**src/bpc_pkg.sv**
```systemverilog
package bpc_pkg;

  // widths
  localparam int ADDR_W = 26;
  localparam int DQ_W = 16;

  // software register offsets (byte addresses)
  localparam logic [7:0] REG_CTRL = 8'h00;
  localparam logic [7:0] REG_ADDR = 8'h04;
  localparam logic [7:0] REG_DATA = 8'h08;
  localparam logic [7:0] REG_PWD_LO = 8'h0c;
  localparam logic [7:0] REG_PWD_HI = 8'h10;
  localparam logic [7:0] REG_STATUS = 8'h14;
  localparam logic [7:0] REG_RDATA = 8'h18;
  localparam logic [7:0] REG_PWRD_LO = 8'h1c;
  localparam logic [7:0] REG_PWRD_HI = 8'h20;

  // control field positions
  localparam int CTRL_OP_LSB = 0;
  localparam int CTRL_X8_BIT = 4;
  localparam int CTRL_CODE_LSB = 8;

  // status field positions
  localparam int STAT_BUSY_BIT = 0;
  localparam int STAT_GAP_BIT = 1;
  localparam int STAT_MODE_LSB = 8;

  // reset values
  localparam logic [ADDR_W-1:0] ADDR_RST = 26'h0000000;
  localparam logic [DQ_W-1:0] DATA_RST = 16'h0000;
  localparam logic [63:0] PWD_RST = 64'hffffffffffffffff;
  localparam logic [7:0] MODE_READ = 8'h00;

  // unlock cycle addresses and data
  localparam logic [ADDR_W-1:0] UNLK_A1_X8 = 26'h0000aaa;
  localparam logic [ADDR_W-1:0] UNLK_A2_X8 = 26'h0000555;
  localparam logic [ADDR_W-1:0] UNLK_A1_X16 = 26'h0000555;
  localparam logic [ADDR_W-1:0] UNLK_A2_X16 = 26'h00002aa;
  localparam logic [ADDR_W-1:0] ADDR_ZERO = 26'h0000000;
  localparam logic [DQ_W-1:0] D_UNLK1 = 16'h00aa;
  localparam logic [DQ_W-1:0] D_UNLK2 = 16'h0055;

  // command codes
  localparam logic [DQ_W-1:0] D_EXIT1 = 16'h0090;
  localparam logic [DQ_W-1:0] D_EXIT2 = 16'h0000;
  localparam logic [DQ_W-1:0] D_PROG = 16'h00a0;
  localparam logic [DQ_W-1:0] D_CLR1 = 16'h0080;
  localparam logic [DQ_W-1:0] D_CLR2 = 16'h0030;
  localparam logic [DQ_W-1:0] D_PWUNL1 = 16'h0025;
  localparam logic [DQ_W-1:0] D_PWUNL2 = 16'h0003;
  localparam logic [DQ_W-1:0] D_PWUNL3 = 16'h0029;

  // set codes for the enter sequence
  localparam logic [7:0] SET_LOCKREG = 8'h40;
  localparam logic [7:0] SET_LOCKBIT = 8'h50;
  localparam logic [7:0] SET_PASSWORD = 8'h60;
  localparam logic [7:0] SET_EXTBLOCK = 8'h88;
  localparam logic [7:0] SET_NVPROT = 8'hc0;
  localparam logic [7:0] SET_VPROT = 8'he0;

  // protection bit values
  localparam logic [DQ_W-1:0] PROT_ON = 16'h0000;
  localparam logic [DQ_W-1:0] PROT_OFF = 16'h0001;

  // last step index of multi-cycle sequences
  localparam logic [3:0] LAST_ENTER = 4'h2;
  localparam logic [3:0] LAST_PAIR = 4'h1;
  localparam logic [3:0] LAST_EXT_EXIT = 4'h3;
  localparam logic [3:0] LAST_PWRD_X8 = 4'h7;
  localparam logic [3:0] LAST_PWRD_X16 = 4'h3;
  localparam logic [3:0] LAST_UNL_X8 = 4'ha;
  localparam logic [3:0] LAST_UNL_X16 = 4'h6;

  // timing
  localparam int CLK_PERIOD_NS = 8;
  localparam int T_STROBE_NS = 70;
  localparam int T_READ_NS = 120;
  localparam int T_RECOVER_NS = 30;
  localparam int T_UNLOCK_GAP_NS = 6000;
  localparam int STROBE_CYC = (T_STROBE_NS + CLK_PERIOD_NS - 1) / CLK_PERIOD_NS;
  localparam int READ_CYC = (T_READ_NS + CLK_PERIOD_NS - 1) / CLK_PERIOD_NS;
  localparam int RECOVER_CYC = (T_RECOVER_NS + CLK_PERIOD_NS - 1) / CLK_PERIOD_NS;
  localparam int UNLOCK_GAP_CYC = (T_UNLOCK_GAP_NS + CLK_PERIOD_NS - 1) / CLK_PERIOD_NS;

  // operations that software can order
  typedef enum logic [3:0] {
    OP_ENTER = 4'h0,
    OP_EXIT = 4'h1,
    OP_EXIT_EXT = 4'h2,
    OP_PROGRAM = 4'h3,
    OP_CLEAR_ALL = 4'h4,
    OP_READ = 4'h5,
    OP_READ_PWD = 4'h6,
    OP_UNLOCK = 4'h7
  } bpc_op_t;

  typedef enum logic [2:0] {
    ST_IDLE = 3'b000,
    ST_WAIT = 3'b001,
    ST_SETUP = 3'b010,
    ST_STROBE = 3'b011,
    ST_RECOVER = 3'b100
  } bpc_st_t;

  // flash pins leaving the controller
  typedef struct packed {
    logic ce_n;
    logic oe_n;
    logic we_n;
    logic [ADDR_W-1:0] addr;
    logic [DQ_W-1:0] dq_out;
    logic dq_oe;
  } bpc_pins_t;

  // one bus cycle of a sequence
  typedef struct packed {
    logic [ADDR_W-1:0] addr;
    logic [DQ_W-1:0] data;
    logic rd;
    logic last;
  } bpc_cyc_t;

endpackage

```
**src/bpc_host.sv**
```systemverilog
`timescale 1ns/1ps
// Notes on behaviour
// - enter: two unlock writes, then set code
// - codes 40, 60, C0 pick sets
// - codes 50, E0, 88 pick sets
// - exit is 90 then 00
// - register program: A0 then contents
// - password program: A0, portion at address
// - unlock: 25, 03, portions, 29
// - unlock is 11 or 7 writes
module bpc_host (
  // clock and reset
  input wire logic clk,
  input wire logic reset_n,
  // software register port
  input wire logic [7:0] reg_addr,
  input wire logic [31:0] reg_wdata,
  input wire logic reg_we,
  input wire logic reg_re,
  output logic [31:0] reg_rdata,
  // flash pins
  output bpc_pkg::bpc_pins_t pins,
  input wire logic [bpc_pkg::DQ_W-1:0] dq_in
);

  typedef struct packed {
    bpc_pkg::bpc_st_t st;
    bpc_pkg::bpc_op_t op;
    logic x8;
    logic [7:0] code;
    logic [3:0] step;
    logic [9:0] cnt;
    logic [9:0] gap;
    logic [bpc_pkg::ADDR_W-1:0] addr_reg;
    logic [bpc_pkg::DQ_W-1:0] data_reg;
    logic [63:0] pwd_reg;
    logic [63:0] pwrd_reg;
    logic [bpc_pkg::DQ_W-1:0] rd_reg;
    logic [7:0] mode_reg;
    bpc_pkg::bpc_pins_t pins;
    logic [bpc_pkg::DQ_W-1:0] dq_s1;
    logic [bpc_pkg::DQ_W-1:0] dq_s2;
    logic [31:0] rdata;
  } bpc_state_t;

  localparam logic [9:0] STROBE_LEN = 10'(bpc_pkg::STROBE_CYC - 1);
  localparam logic [9:0] READ_LEN = 10'(bpc_pkg::READ_CYC - 1);
  localparam logic [9:0] RECOVER_LEN = 10'(bpc_pkg::RECOVER_CYC - 1);
  localparam logic [9:0] GAP_LEN = 10'(bpc_pkg::UNLOCK_GAP_CYC);

  logic rst_s1;
  logic rst_s2;
  bpc_state_t state_reg;
  bpc_state_t state_next;
  bpc_pkg::bpc_cyc_t cyc;

  // build the address and data of one step of the current sequence
  function automatic bpc_pkg::bpc_cyc_t seq_cycle(
    input bpc_pkg::bpc_op_t op,
    input logic x8,
    input logic [7:0] code,
    input logic [3:0] step,
    input logic [bpc_pkg::ADDR_W-1:0] a,
    input logic [bpc_pkg::DQ_W-1:0] d,
    input logic [63:0] pwd
  );
    bpc_pkg::bpc_cyc_t c;
    logic [3:0] k;
    logic [bpc_pkg::ADDR_W-1:0] ua1;
    logic [bpc_pkg::ADDR_W-1:0] ua2;
    c = '0;
    k = step - 4'h2;
    ua1 = x8 ? bpc_pkg::UNLK_A1_X8 : bpc_pkg::UNLK_A1_X16;
    ua2 = x8 ? bpc_pkg::UNLK_A2_X8 : bpc_pkg::UNLK_A2_X16;
    unique case (op)
      bpc_pkg::OP_ENTER: begin
        c.addr = (step == 4'h1) ? ua2 : ua1;
        c.data = (step == 4'h0) ? bpc_pkg::D_UNLK1 : bpc_pkg::D_UNLK2;
        if (step == bpc_pkg::LAST_ENTER) begin
          c.data = {8'h00, code};
        end
        c.last = (step == bpc_pkg::LAST_ENTER);
      end
      bpc_pkg::OP_EXIT: begin
        c.addr = bpc_pkg::ADDR_ZERO;
        c.data = (step == 4'h0) ? bpc_pkg::D_EXIT1 : bpc_pkg::D_EXIT2;
        c.last = (step == bpc_pkg::LAST_PAIR);
      end
      bpc_pkg::OP_EXIT_EXT: begin
        c.addr = (step == 4'h0) ? ua1 : ua2;
        c.data = (step == 4'h0) ? bpc_pkg::D_UNLK1 : bpc_pkg::D_UNLK2;
        if (step == 4'h2) begin
          c.data = bpc_pkg::D_EXIT1;
        end
        if (step == bpc_pkg::LAST_EXT_EXIT) begin
          c.addr = bpc_pkg::ADDR_ZERO;
          c.data = bpc_pkg::D_EXIT2;
        end
        c.last = (step == bpc_pkg::LAST_EXT_EXIT);
      end
      bpc_pkg::OP_PROGRAM: begin
        c.addr = (step == 4'h0) ? bpc_pkg::ADDR_ZERO : a;
        c.data = (step == 4'h0) ? bpc_pkg::D_PROG : d;
        c.last = (step == bpc_pkg::LAST_PAIR);
      end
      bpc_pkg::OP_CLEAR_ALL: begin
        c.addr = bpc_pkg::ADDR_ZERO;
        c.data = (step == 4'h0) ? bpc_pkg::D_CLR1 : bpc_pkg::D_CLR2;
        c.last = (step == bpc_pkg::LAST_PAIR);
      end
      bpc_pkg::OP_READ: begin
        c.addr = a;
        c.rd = 1'b1;
        c.last = 1'b1;
      end
      bpc_pkg::OP_READ_PWD: begin
        c.addr = bpc_pkg::ADDR_W'(step);
        c.rd = 1'b1;
        c.last = (step == (x8 ? bpc_pkg::LAST_PWRD_X8 : bpc_pkg::LAST_PWRD_X16));
      end
      bpc_pkg::OP_UNLOCK: begin
        c.last = (step == (x8 ? bpc_pkg::LAST_UNL_X8 : bpc_pkg::LAST_UNL_X16));
        if (step == 4'h0) begin
          c.data = bpc_pkg::D_PWUNL1;
        end else if (step == 4'h1) begin
          c.data = bpc_pkg::D_PWUNL2;
        end else if (c.last) begin
          c.data = bpc_pkg::D_PWUNL3;
        end else begin
          c.addr = bpc_pkg::ADDR_W'(k);
          c.data = x8 ? {8'h00, pwd[{k[2:0], 3'b000} +: 8]} : pwd[{k[1:0], 4'b0000} +: 16];
        end
      end
      default: begin
        c.last = 1'b1;
      end
    endcase
    return c;
  endfunction

  // reset release through two flops
  always_ff @(posedge clk or negedge reset_n) begin
    if (!reset_n) begin
      rst_s1 <= 1'b0;
      rst_s2 <= 1'b0;
    end else begin
      rst_s1 <= 1'b1;
      rst_s2 <= rst_s1;
    end
  end

  // current step, decoded from registered state
  always_comb begin
    cyc = seq_cycle(state_reg.op, state_reg.x8, state_reg.code, state_reg.step,
                    state_reg.addr_reg, state_reg.data_reg, state_reg.pwd_reg);
  end

  // next-state logic
  always_comb begin
    state_next = state_reg;
    // pins are asynchronous to clk, so data is synchronised first
    state_next.dq_s1 = dq_in;
    state_next.dq_s2 = state_reg.dq_s1;
    state_next.rdata = 32'h00000000;
    // unlock attempts closer than the gap would be dropped by the flash
    if (state_reg.gap != 10'h000) begin
      state_next.gap = state_reg.gap - 10'h001;
    end

    // register writes; orders while busy are ignored
    if (reg_we) begin
      unique case (reg_addr)
        bpc_pkg::REG_CTRL: begin
          if (state_reg.st == bpc_pkg::ST_IDLE) begin
            state_next.op = bpc_pkg::bpc_op_t'(reg_wdata[bpc_pkg::CTRL_OP_LSB +: 4]);
            state_next.x8 = reg_wdata[bpc_pkg::CTRL_X8_BIT];
            state_next.code = reg_wdata[bpc_pkg::CTRL_CODE_LSB +: 8];
            state_next.step = 4'h0;
            state_next.st = bpc_pkg::ST_WAIT;
          end
        end
        bpc_pkg::REG_ADDR: state_next.addr_reg = reg_wdata[bpc_pkg::ADDR_W-1:0];
        bpc_pkg::REG_DATA: state_next.data_reg = reg_wdata[bpc_pkg::DQ_W-1:0];
        bpc_pkg::REG_PWD_LO: state_next.pwd_reg[31:0] = reg_wdata;
        bpc_pkg::REG_PWD_HI: state_next.pwd_reg[63:32] = reg_wdata;
        default: begin
        end
      endcase
    end

    // register reads, answered one cycle later
    if (reg_re) begin
      unique case (reg_addr)
        bpc_pkg::REG_CTRL: state_next.rdata = {16'h0000, state_reg.code, 3'b000,
                                               state_reg.x8, state_reg.op};
        bpc_pkg::REG_ADDR: state_next.rdata = 32'(state_reg.addr_reg);
        bpc_pkg::REG_DATA: state_next.rdata = 32'(state_reg.data_reg);
        bpc_pkg::REG_PWD_LO: state_next.rdata = state_reg.pwd_reg[31:0];
        bpc_pkg::REG_PWD_HI: state_next.rdata = state_reg.pwd_reg[63:32];
        bpc_pkg::REG_STATUS: begin
          state_next.rdata[bpc_pkg::STAT_BUSY_BIT] = (state_reg.st != bpc_pkg::ST_IDLE);
          state_next.rdata[bpc_pkg::STAT_GAP_BIT] = (state_reg.gap != 10'h000);
          state_next.rdata[bpc_pkg::STAT_MODE_LSB +: 8] = state_reg.mode_reg;
        end
        bpc_pkg::REG_RDATA: state_next.rdata = 32'(state_reg.rd_reg);
        bpc_pkg::REG_PWRD_LO: state_next.rdata = state_reg.pwrd_reg[31:0];
        bpc_pkg::REG_PWRD_HI: state_next.rdata = state_reg.pwrd_reg[63:32];
        default: state_next.rdata = 32'h00000000;
      endcase
    end

    // bus cycle sequencer
    unique case (state_reg.st)
      bpc_pkg::ST_IDLE: begin
      end
      bpc_pkg::ST_WAIT: begin
        if (state_reg.op != bpc_pkg::OP_UNLOCK || state_reg.gap == 10'h000) begin
          state_next.st = bpc_pkg::ST_SETUP;
        end
      end
      bpc_pkg::ST_SETUP: begin
        // address, data and strobe launch together; the flash latches on the rising strobe
        state_next.pins.ce_n = 1'b0;
        state_next.pins.addr = cyc.addr;
        state_next.pins.dq_out = cyc.data;
        state_next.pins.dq_oe = !cyc.rd;
        state_next.st = bpc_pkg::ST_STROBE;
        state_next.cnt = cyc.rd ? READ_LEN : STROBE_LEN;
        if (cyc.rd) begin
          state_next.pins.oe_n = 1'b0;
        end else begin
          state_next.pins.we_n = 1'b0;
        end
      end
      bpc_pkg::ST_STROBE: begin
        state_next.cnt = state_reg.cnt - 10'h001;
        if (state_reg.cnt == 10'h000) begin
          // sampled late in the strobe so the synchroniser has settled
          if (cyc.rd) begin
            state_next.rd_reg = state_reg.dq_s2;
            if (state_reg.op == bpc_pkg::OP_READ_PWD) begin
              if (state_reg.x8) begin
                state_next.pwrd_reg[{state_reg.step[2:0], 3'b000} +: 8] = state_reg.dq_s2[7:0];
              end else begin
                state_next.pwrd_reg[{state_reg.step[1:0], 4'b0000} +: 16] = state_reg.dq_s2;
              end
            end
          end
          state_next.pins.we_n = 1'b1;
          state_next.pins.oe_n = 1'b1;
          state_next.st = bpc_pkg::ST_RECOVER;
          state_next.cnt = RECOVER_LEN;
        end
      end
      bpc_pkg::ST_RECOVER: begin
        state_next.pins.ce_n = 1'b1;
        state_next.pins.dq_oe = 1'b0;
        state_next.cnt = state_reg.cnt - 10'h001;
        if (state_reg.cnt == 10'h000) begin
          state_next.step = state_reg.step + 4'h1;
          state_next.st = bpc_pkg::ST_SETUP;
          if (cyc.last) begin
            state_next.st = bpc_pkg::ST_IDLE;
            if (state_reg.op == bpc_pkg::OP_ENTER) begin
              state_next.mode_reg = state_reg.code;
            end else if (state_reg.op == bpc_pkg::OP_EXIT ||
                         state_reg.op == bpc_pkg::OP_EXIT_EXT) begin
              state_next.mode_reg = bpc_pkg::MODE_READ;
            end
            if (state_reg.op == bpc_pkg::OP_UNLOCK) begin
              state_next.gap = GAP_LEN;
            end
          end
        end
      end
    endcase
  end

  // single state register
  always_ff @(posedge clk or negedge rst_s2) begin
    if (!rst_s2) begin
      state_reg <= '{st: bpc_pkg::ST_IDLE, op: bpc_pkg::OP_ENTER, x8: 1'b0, code: 8'h00,
                     step: 4'h0, cnt: 10'h000, gap: 10'h000,
                     addr_reg: bpc_pkg::ADDR_RST, data_reg: bpc_pkg::DATA_RST,
                     pwd_reg: bpc_pkg::PWD_RST, pwrd_reg: 64'h0000000000000000,
                     rd_reg: 16'h0000, mode_reg: bpc_pkg::MODE_READ,
                     pins: '{ce_n: 1'b1, oe_n: 1'b1, we_n: 1'b1, addr: bpc_pkg::ADDR_RST,
                             dq_out: bpc_pkg::DATA_RST, dq_oe: 1'b0},
                     dq_s1: 16'h0000, dq_s2: 16'h0000, rdata: 32'h00000000};
    end else begin
      state_reg <= state_next;
    end
  end

  // outputs straight from the state flops
  assign pins = state_reg.pins;
  assign reg_rdata = state_reg.rdata;

endmodule

```
**config.mk**
```make
export PLATFORM = sky130hd
export DESIGN_NAME = bpc_host
export DESIGN_NICKNAME = d
export VERILOG_FILES = /design/src/bpc_pkg.sv /design/src/bpc_host.sv
export SDC_FILE = /design/constraint.sdc
export NUM_CORES = 1
export LEC_CHECK = 0
export ABC_AREA = 1
export BUFFER_PORTS_ARGS = -buffer_cell sky130_fd_sc_hd__buf_2
export CAP_MARGIN = 20
export CELL_PAD_IN_SITES_DETAIL_PLACEMENT = 0
export CELL_PAD_IN_SITES_GLOBAL_PLACEMENT = 2
export CORE_MARGIN = 8
export CORE_UTILIZATION = 40
export CTS_BUF_LIST = sky130_fd_sc_hd__clkbuf_2 sky130_fd_sc_hd__clkbuf_4 sky130_fd_sc_hd__clkbuf_8
export CTS_CLUSTER_SIZE = 20
export DETAILED_ROUTE_END_ITERATION = 12
export PLACE_DENSITY_LB_ADDON = 0.05
export SYNTH_ARGS = -nofsm -noshare
export SYNTH_HDL_FRONTEND = slang
export SYNTH_SLANG_ARGS = --single-unit
```
**constraint.sdc**
```tcl
create_clock -name clk -period 19.4 [get_ports clk]
set_clock_uncertainty 0.15 [all_clocks]
set_input_delay 4.85 -clock clk [delete_from_list [all_inputs] [get_ports clk]]
set_output_delay 4.85 -clock clk [all_outputs]
set_load 0.1 [all_outputs]
```
# --- Yosys cells after proc, flatten, opt, wreduce, memory -nomap -nowiden ---
# Index checks and enable logic that the tools add are counted.
totals:
  ff_bits: 346
  input_bits: 60
  out_inout_bits: 78
  elab_cells: 151
classes:
  addsub: 6
  eq_ne: 28
  n_shift: 6
  muxes: 59
  n_reduce_logical: 27
ops:
  columns: ["op", "count"]
  rows:
  - ["26-bit case mux with 6 select lines", 1]
  - ["64-bit bitwise mux", 2]
  - ["16-bit case mux with 6 select lines", 1]
  - ["16-bit two-way mux", 5]
  - ["16-bit case mux with 5 select lines", 1]
  - ["8-bit case mux with 9 select lines", 1]
  - ["64-bit two-way mux", 1]
  - ["16-bit by 8-bit variable shift with 64-bit output, first input constant", 1]
  - ["8-bit by 8-bit variable shift with 64-bit output, first input constant", 1]
  - ["16-bit by 8-bit variable part select with 64-bit output", 1]
  - ["64-bit by 7-bit variable part select with 16-bit output", 1]
  - ["64-bit by 7-bit variable part select with 8-bit output", 1]
  - ["8-bit by 8-bit variable part select with 64-bit output", 1]
  - ["10-bit two-way mux", 6]
  - ["20-bit two-way mux", 3]
  - ["8-bit two-way mux", 7]
  - ["6-bit case mux with 8 select lines", 1]
  - ["12-bit two-way mux", 3]
  - ["8-bit by 5-bit == test with 1-bit output, second input constant", 4]
  - ["32-bit two-way mux", 1]
  - ["10-bit case mux with 3 select lines", 1]
  - ["28-bit two-way mux", 1]
  - ["26-bit two-way mux", 1]
  - ["4-bit two-way mux", 6]
  - ["other kinds (40)", 74]

# --- Longest topological paths before layout ---
depth:
  depth_word: 7
  depth_mapped: 16
  mapped_depth_nobuf: 14

# --- Worst setup path before layout ---
# OpenSTA, ideal clock, no wires.
synth_timing:
  path_kind: "input-to-reg"
  startpoint: "in reg_addr[1]"
  endpoint: "reg state_reg (netlist bit reg_rdata[6])"
  setup_time_ns: 0.082
  arrival_ns: 6.060
  required_time_ns: 19.168
  setup_slack_ns: 13.108
  cell_stages: 8
  n_path_buf: 1
  cell_sequence: "nor2_1 -> nand2_1 -> nor3_1 -> buf_2 -> nand2_1 -> o21ai_0 -> a21oi_1 -> a31oi_1"
synth_rtl:
  columns: ["element", "line", "text"]
  rows:
  - ["from (decl)", "bpc_host.sv:16", "input wire logic [7:0] reg_addr,"]
  - ["to (signal assigned)", "bpc_host.sv:282", "state_reg <= '{st: bpc_pkg::ST_IDLE, op: bpc_pkg::OP_ENTER, x8: 1'b0, code: 8'h00,"]
  - ["to (signal assigned)", "bpc_host.sv:291", "state_reg <= state_next;"]
  - ["to (decl)", "bpc_host.sv:53", "bpc_state_t state_reg;"]

# --- Final worst setup path ---
layout_timing:
  startpoint: "in reg_addr[1]"
  endpoint: "reg state_reg[253] (netlist name)"
layout_via:
  elab_chain_len: 2
layout_rtl:
  columns: ["element", "line", "text"]
  rows:
  - ["8-bit by 5-bit == test with 1-bit output", "bpc_host.sv:172", "unique case (reg_addr)"]
  - ["2-bit AND reduction (no source line)", null, null]
# No other way between the ends.
# A chain may end at the register's enable or synchronous reset.

==> impl_metrics.toml <==
[outcome]
status = "finished, final reports clean"

[sta]
max_freq_mhz = 137
drv_slew = 0
period_minus_slack_ps = 7290
tns_ps = 0
rsz0062_at_grt = "false"
max_slew_margin_pct = 27.6
min_period_over_period_pct = 37.6
setup_viol = 0
worstMarginPinSlew_ps = 1080
hold_violations = 0

[yosys]
synth_cell_types = 52
ys_ff_latch = 346
syn_inst = 2211
yosysMostFrequentCell = "nand2_1"
async_flop_share_pct = 100
synth-edff-count = 0
ys_top_cells_by_count = "672 x nand2_1, 279 x dfrtp_1, 257 x o21ai_0, 226 x inv_1, 110 x nor2_1"
synth_area_sq_um = 17500
synth_top_cell_area_share_pct = 39.8
ys.flop_type = "dfrtp_1"
yosys_warnings = 0
ys_seq_area_share_pct = 49.8
syn-mean-instance-area_sq_um = 7.94
synth_top_area_cell = "dfrtp_1"
synthTopCellsByArea = "dfrtp_1 40%, nand2_1 14%, dfstp_2 10%, o21ai_0 7.3%, inv_1 4.8%"
synth_nets = 2285

[clocking]
post-cts-setup-buffers = 0
cts_tree = "done"
clock_latency_ps = 670
clockRootBuffer = "clkbuf_8"
cts.path.max_buffers = 3
cts_buffers = 61
clk_pin_slew_ps = 50
hold_buffers = 0
cts.sinks = 346
htreeDepth = 2
cts_resized = 0

[route]
num_vias = 15481
drcViolationCount = 0
antenna_left = 0
drtIter0Drc = 1372
wl_per_cell_um = 23.2
viasPerCell = 5.34
dr.pass1.iters = 7
wl_um = 67200

[worst_setup_path]
worstPathRequired_ps = 19800
endpoint_kind = "flop"
cp-start-kind = "input pin"
critPathMaxFanout = 64
worstSetupPathType = "in -> reg"
arrival_ps = 7690
rr_startpoint = "state_reg[325]$_DFF_PN0_"
cp-startpoint = "reg_addr[1]"

[floorplan]
fp.dieW_um = 225
start_util_pct = 40.6
row_count = 76
die-height_um = 225
io_pins = 138
core_area_sq_um = 43200
die_area_sq_um = 50800

[power]
switching_share_pct = 24.3
seq_power_share_pct = 49.1
power.density_nw_per_um2 = 79.3
clkPwrFrac_pct = 46.9
power.internal_mw = 1.17
ir_drop_v = 0.0000641
p_comb_share_pct = 4.0
leakage_nw = 9.18
power.switching_mw = 0.376

[final_layout]
areaGrowthSynthToFinish_pct = 11.1
fin_cells = 2899
largest_register_ffs = 250
drive_above_1_share_pct = 16.9
seq_area_sq_um = 8750
nFillCells = 4530
final_nets = 2337
final_util_pct = 45.2
multi_input_area_sq_um = 6960

[hold_path]
worstHoldPathType = "reg -> reg"
min_from = "rst_s1$_DFF_PN0_"

[global_route]
grt_max_degree = 163
grt_use_total_pct = 26.2
grt_pass1_wl_um = 99000
antenna_found_initial = 1
gr-total-overflow = 0
grt_pass1_vias = 14976

[placed_design]
portBuffers = 137
gp_congestion = 0.923
place_inst = 2784
dp_hpwl_um = 49600

[run]
drv_cap = 0
==> power by group through the flow <==
| stage | Clock, mW | Sequential, mW | Combinational, mW |
|---|---|---|---|
| after floorplan | 0 | 0.771 | 0.0260 |
| after global placement | 0 | 0.771 | 0.0619 |
| after detailed placement | 0 | 0.771 | 0.0626 |
| after CTS | 0.746 | 0.759 | 0.0628 |
| after global routing | 0.776 | 0.760 | 0.0696 |
| final | 0.725 | 0.759 | 0.0620 |
==> kinds of logic after synthesis <==
| group | count (synthesis) | share of synthesized area [%] |
|---|---|---|
| simple gates | 943 | 21.9 |
| flops | 346 | 49.8 |
| other cells | 1 | 0.0214 |
| xor+xnor | 10 | 0.499 |
| compound gates | 495 | 16.2 |
| buf+inv | 402 | 10.6 |
| fa+ha+maj | 14 | 0.998 |
==> cells in the final DEF, fill, tap and decap left out, types with 18 or more instances in the layout <==
| master | netlist | layout |
|---|---|---|
| nand2_1 | 672 | 670 |
| dfrtp_1 | 279 | 277 |
| o21ai_0 | 257 | 257 |
| inv_1 | 226 | 226 |
| buf_2 | 16 | 137 |
| nor2_1 | 110 | 110 |
| nand3_1 | 98 | 97 |
| clkbuf_8 | 0 | 76 |
| o22ai_1 | 74 | 74 |
| dfstp_2 | 67 | 67 |
| a21oi_1 | 66 | 66 |
| clkbuf_4 | 0 | 32 |
| nor3_1 | 22 | 22 |
| o21ai_1 | 18 | 18 |
==> worst paths after layout <==
| check | end | slack, ps | cells after the start |
|---|---|---|---|
| worst min register to register | rst_s2$_DFF_PN0_ | 200 | 0 |
| worst min-delay path | rst_s2$_DFF_PN0_ | 200 | 0 |
| worst max register to register | pins[4]$_DFFE_PN0P_ | 15640 | 12 |
| max in group asynchronous | rst_s2$_DFF_PN0_ | 15180 | 1 |
| min in group asynchronous | state_reg[299]$_DFFE_PN0P_ | 210 | 0 |
| worst max-delay path | state_reg[253]$_DFFE_PN1P_ | 12110 | 9 |
==> routing by layer <==
metal,track usage [%],up-vias,wire [um]
met4,9.52,2,2300
met3,4.92,109,4280
li1,-,7248,-
met1,35.6,7598,29800
met5,0,-,13
met2,41.4,524,30700
==> worst max-delay path: stages <==
cell     delay [ps]
buf_2           100
nor2_1          140
nand2_1         150
nor2_1          190
nand2_1          90
buf_4           200
inv_1           640
nand2_2         820
o21ai_0         460
==> through the flow <==
stage / setup WS [ps] / instance area, sq um / total power [mW] / hold WS, ps
after global routing: 11800 / 19500 / 1.61 / 203
after global placement: 11650 / 18100 / 0.833 / 182
after floorplan: 9010 / 17500 / 0.797 / 181
after detailed placement: 11500 / 18100 / 0.834 / 185
final: 12110 / 19500 / 1.55 / 195
after CTS: 12220 / 19500 / 1.57 / 197
==> layout make-up <==
| cell class | instances | area share, % |
|---|---|---|
| Antenna cell | 1 | 0.0128 |
| Clock buffer | 108 | 6.60 |
| Clock inverter | 5 | 0.186 |
| Inverter | 236 | 4.54 |
| Multi-Input combinational cell | 1463 | 35.7 |
| Sequential cell | 346 | 44.9 |
| Tap cell | 585 | 3.75 |
| Timing Repair Buffer | 155 | 4.34 |
No activity file was read; power rests on OpenSTA's default activity.
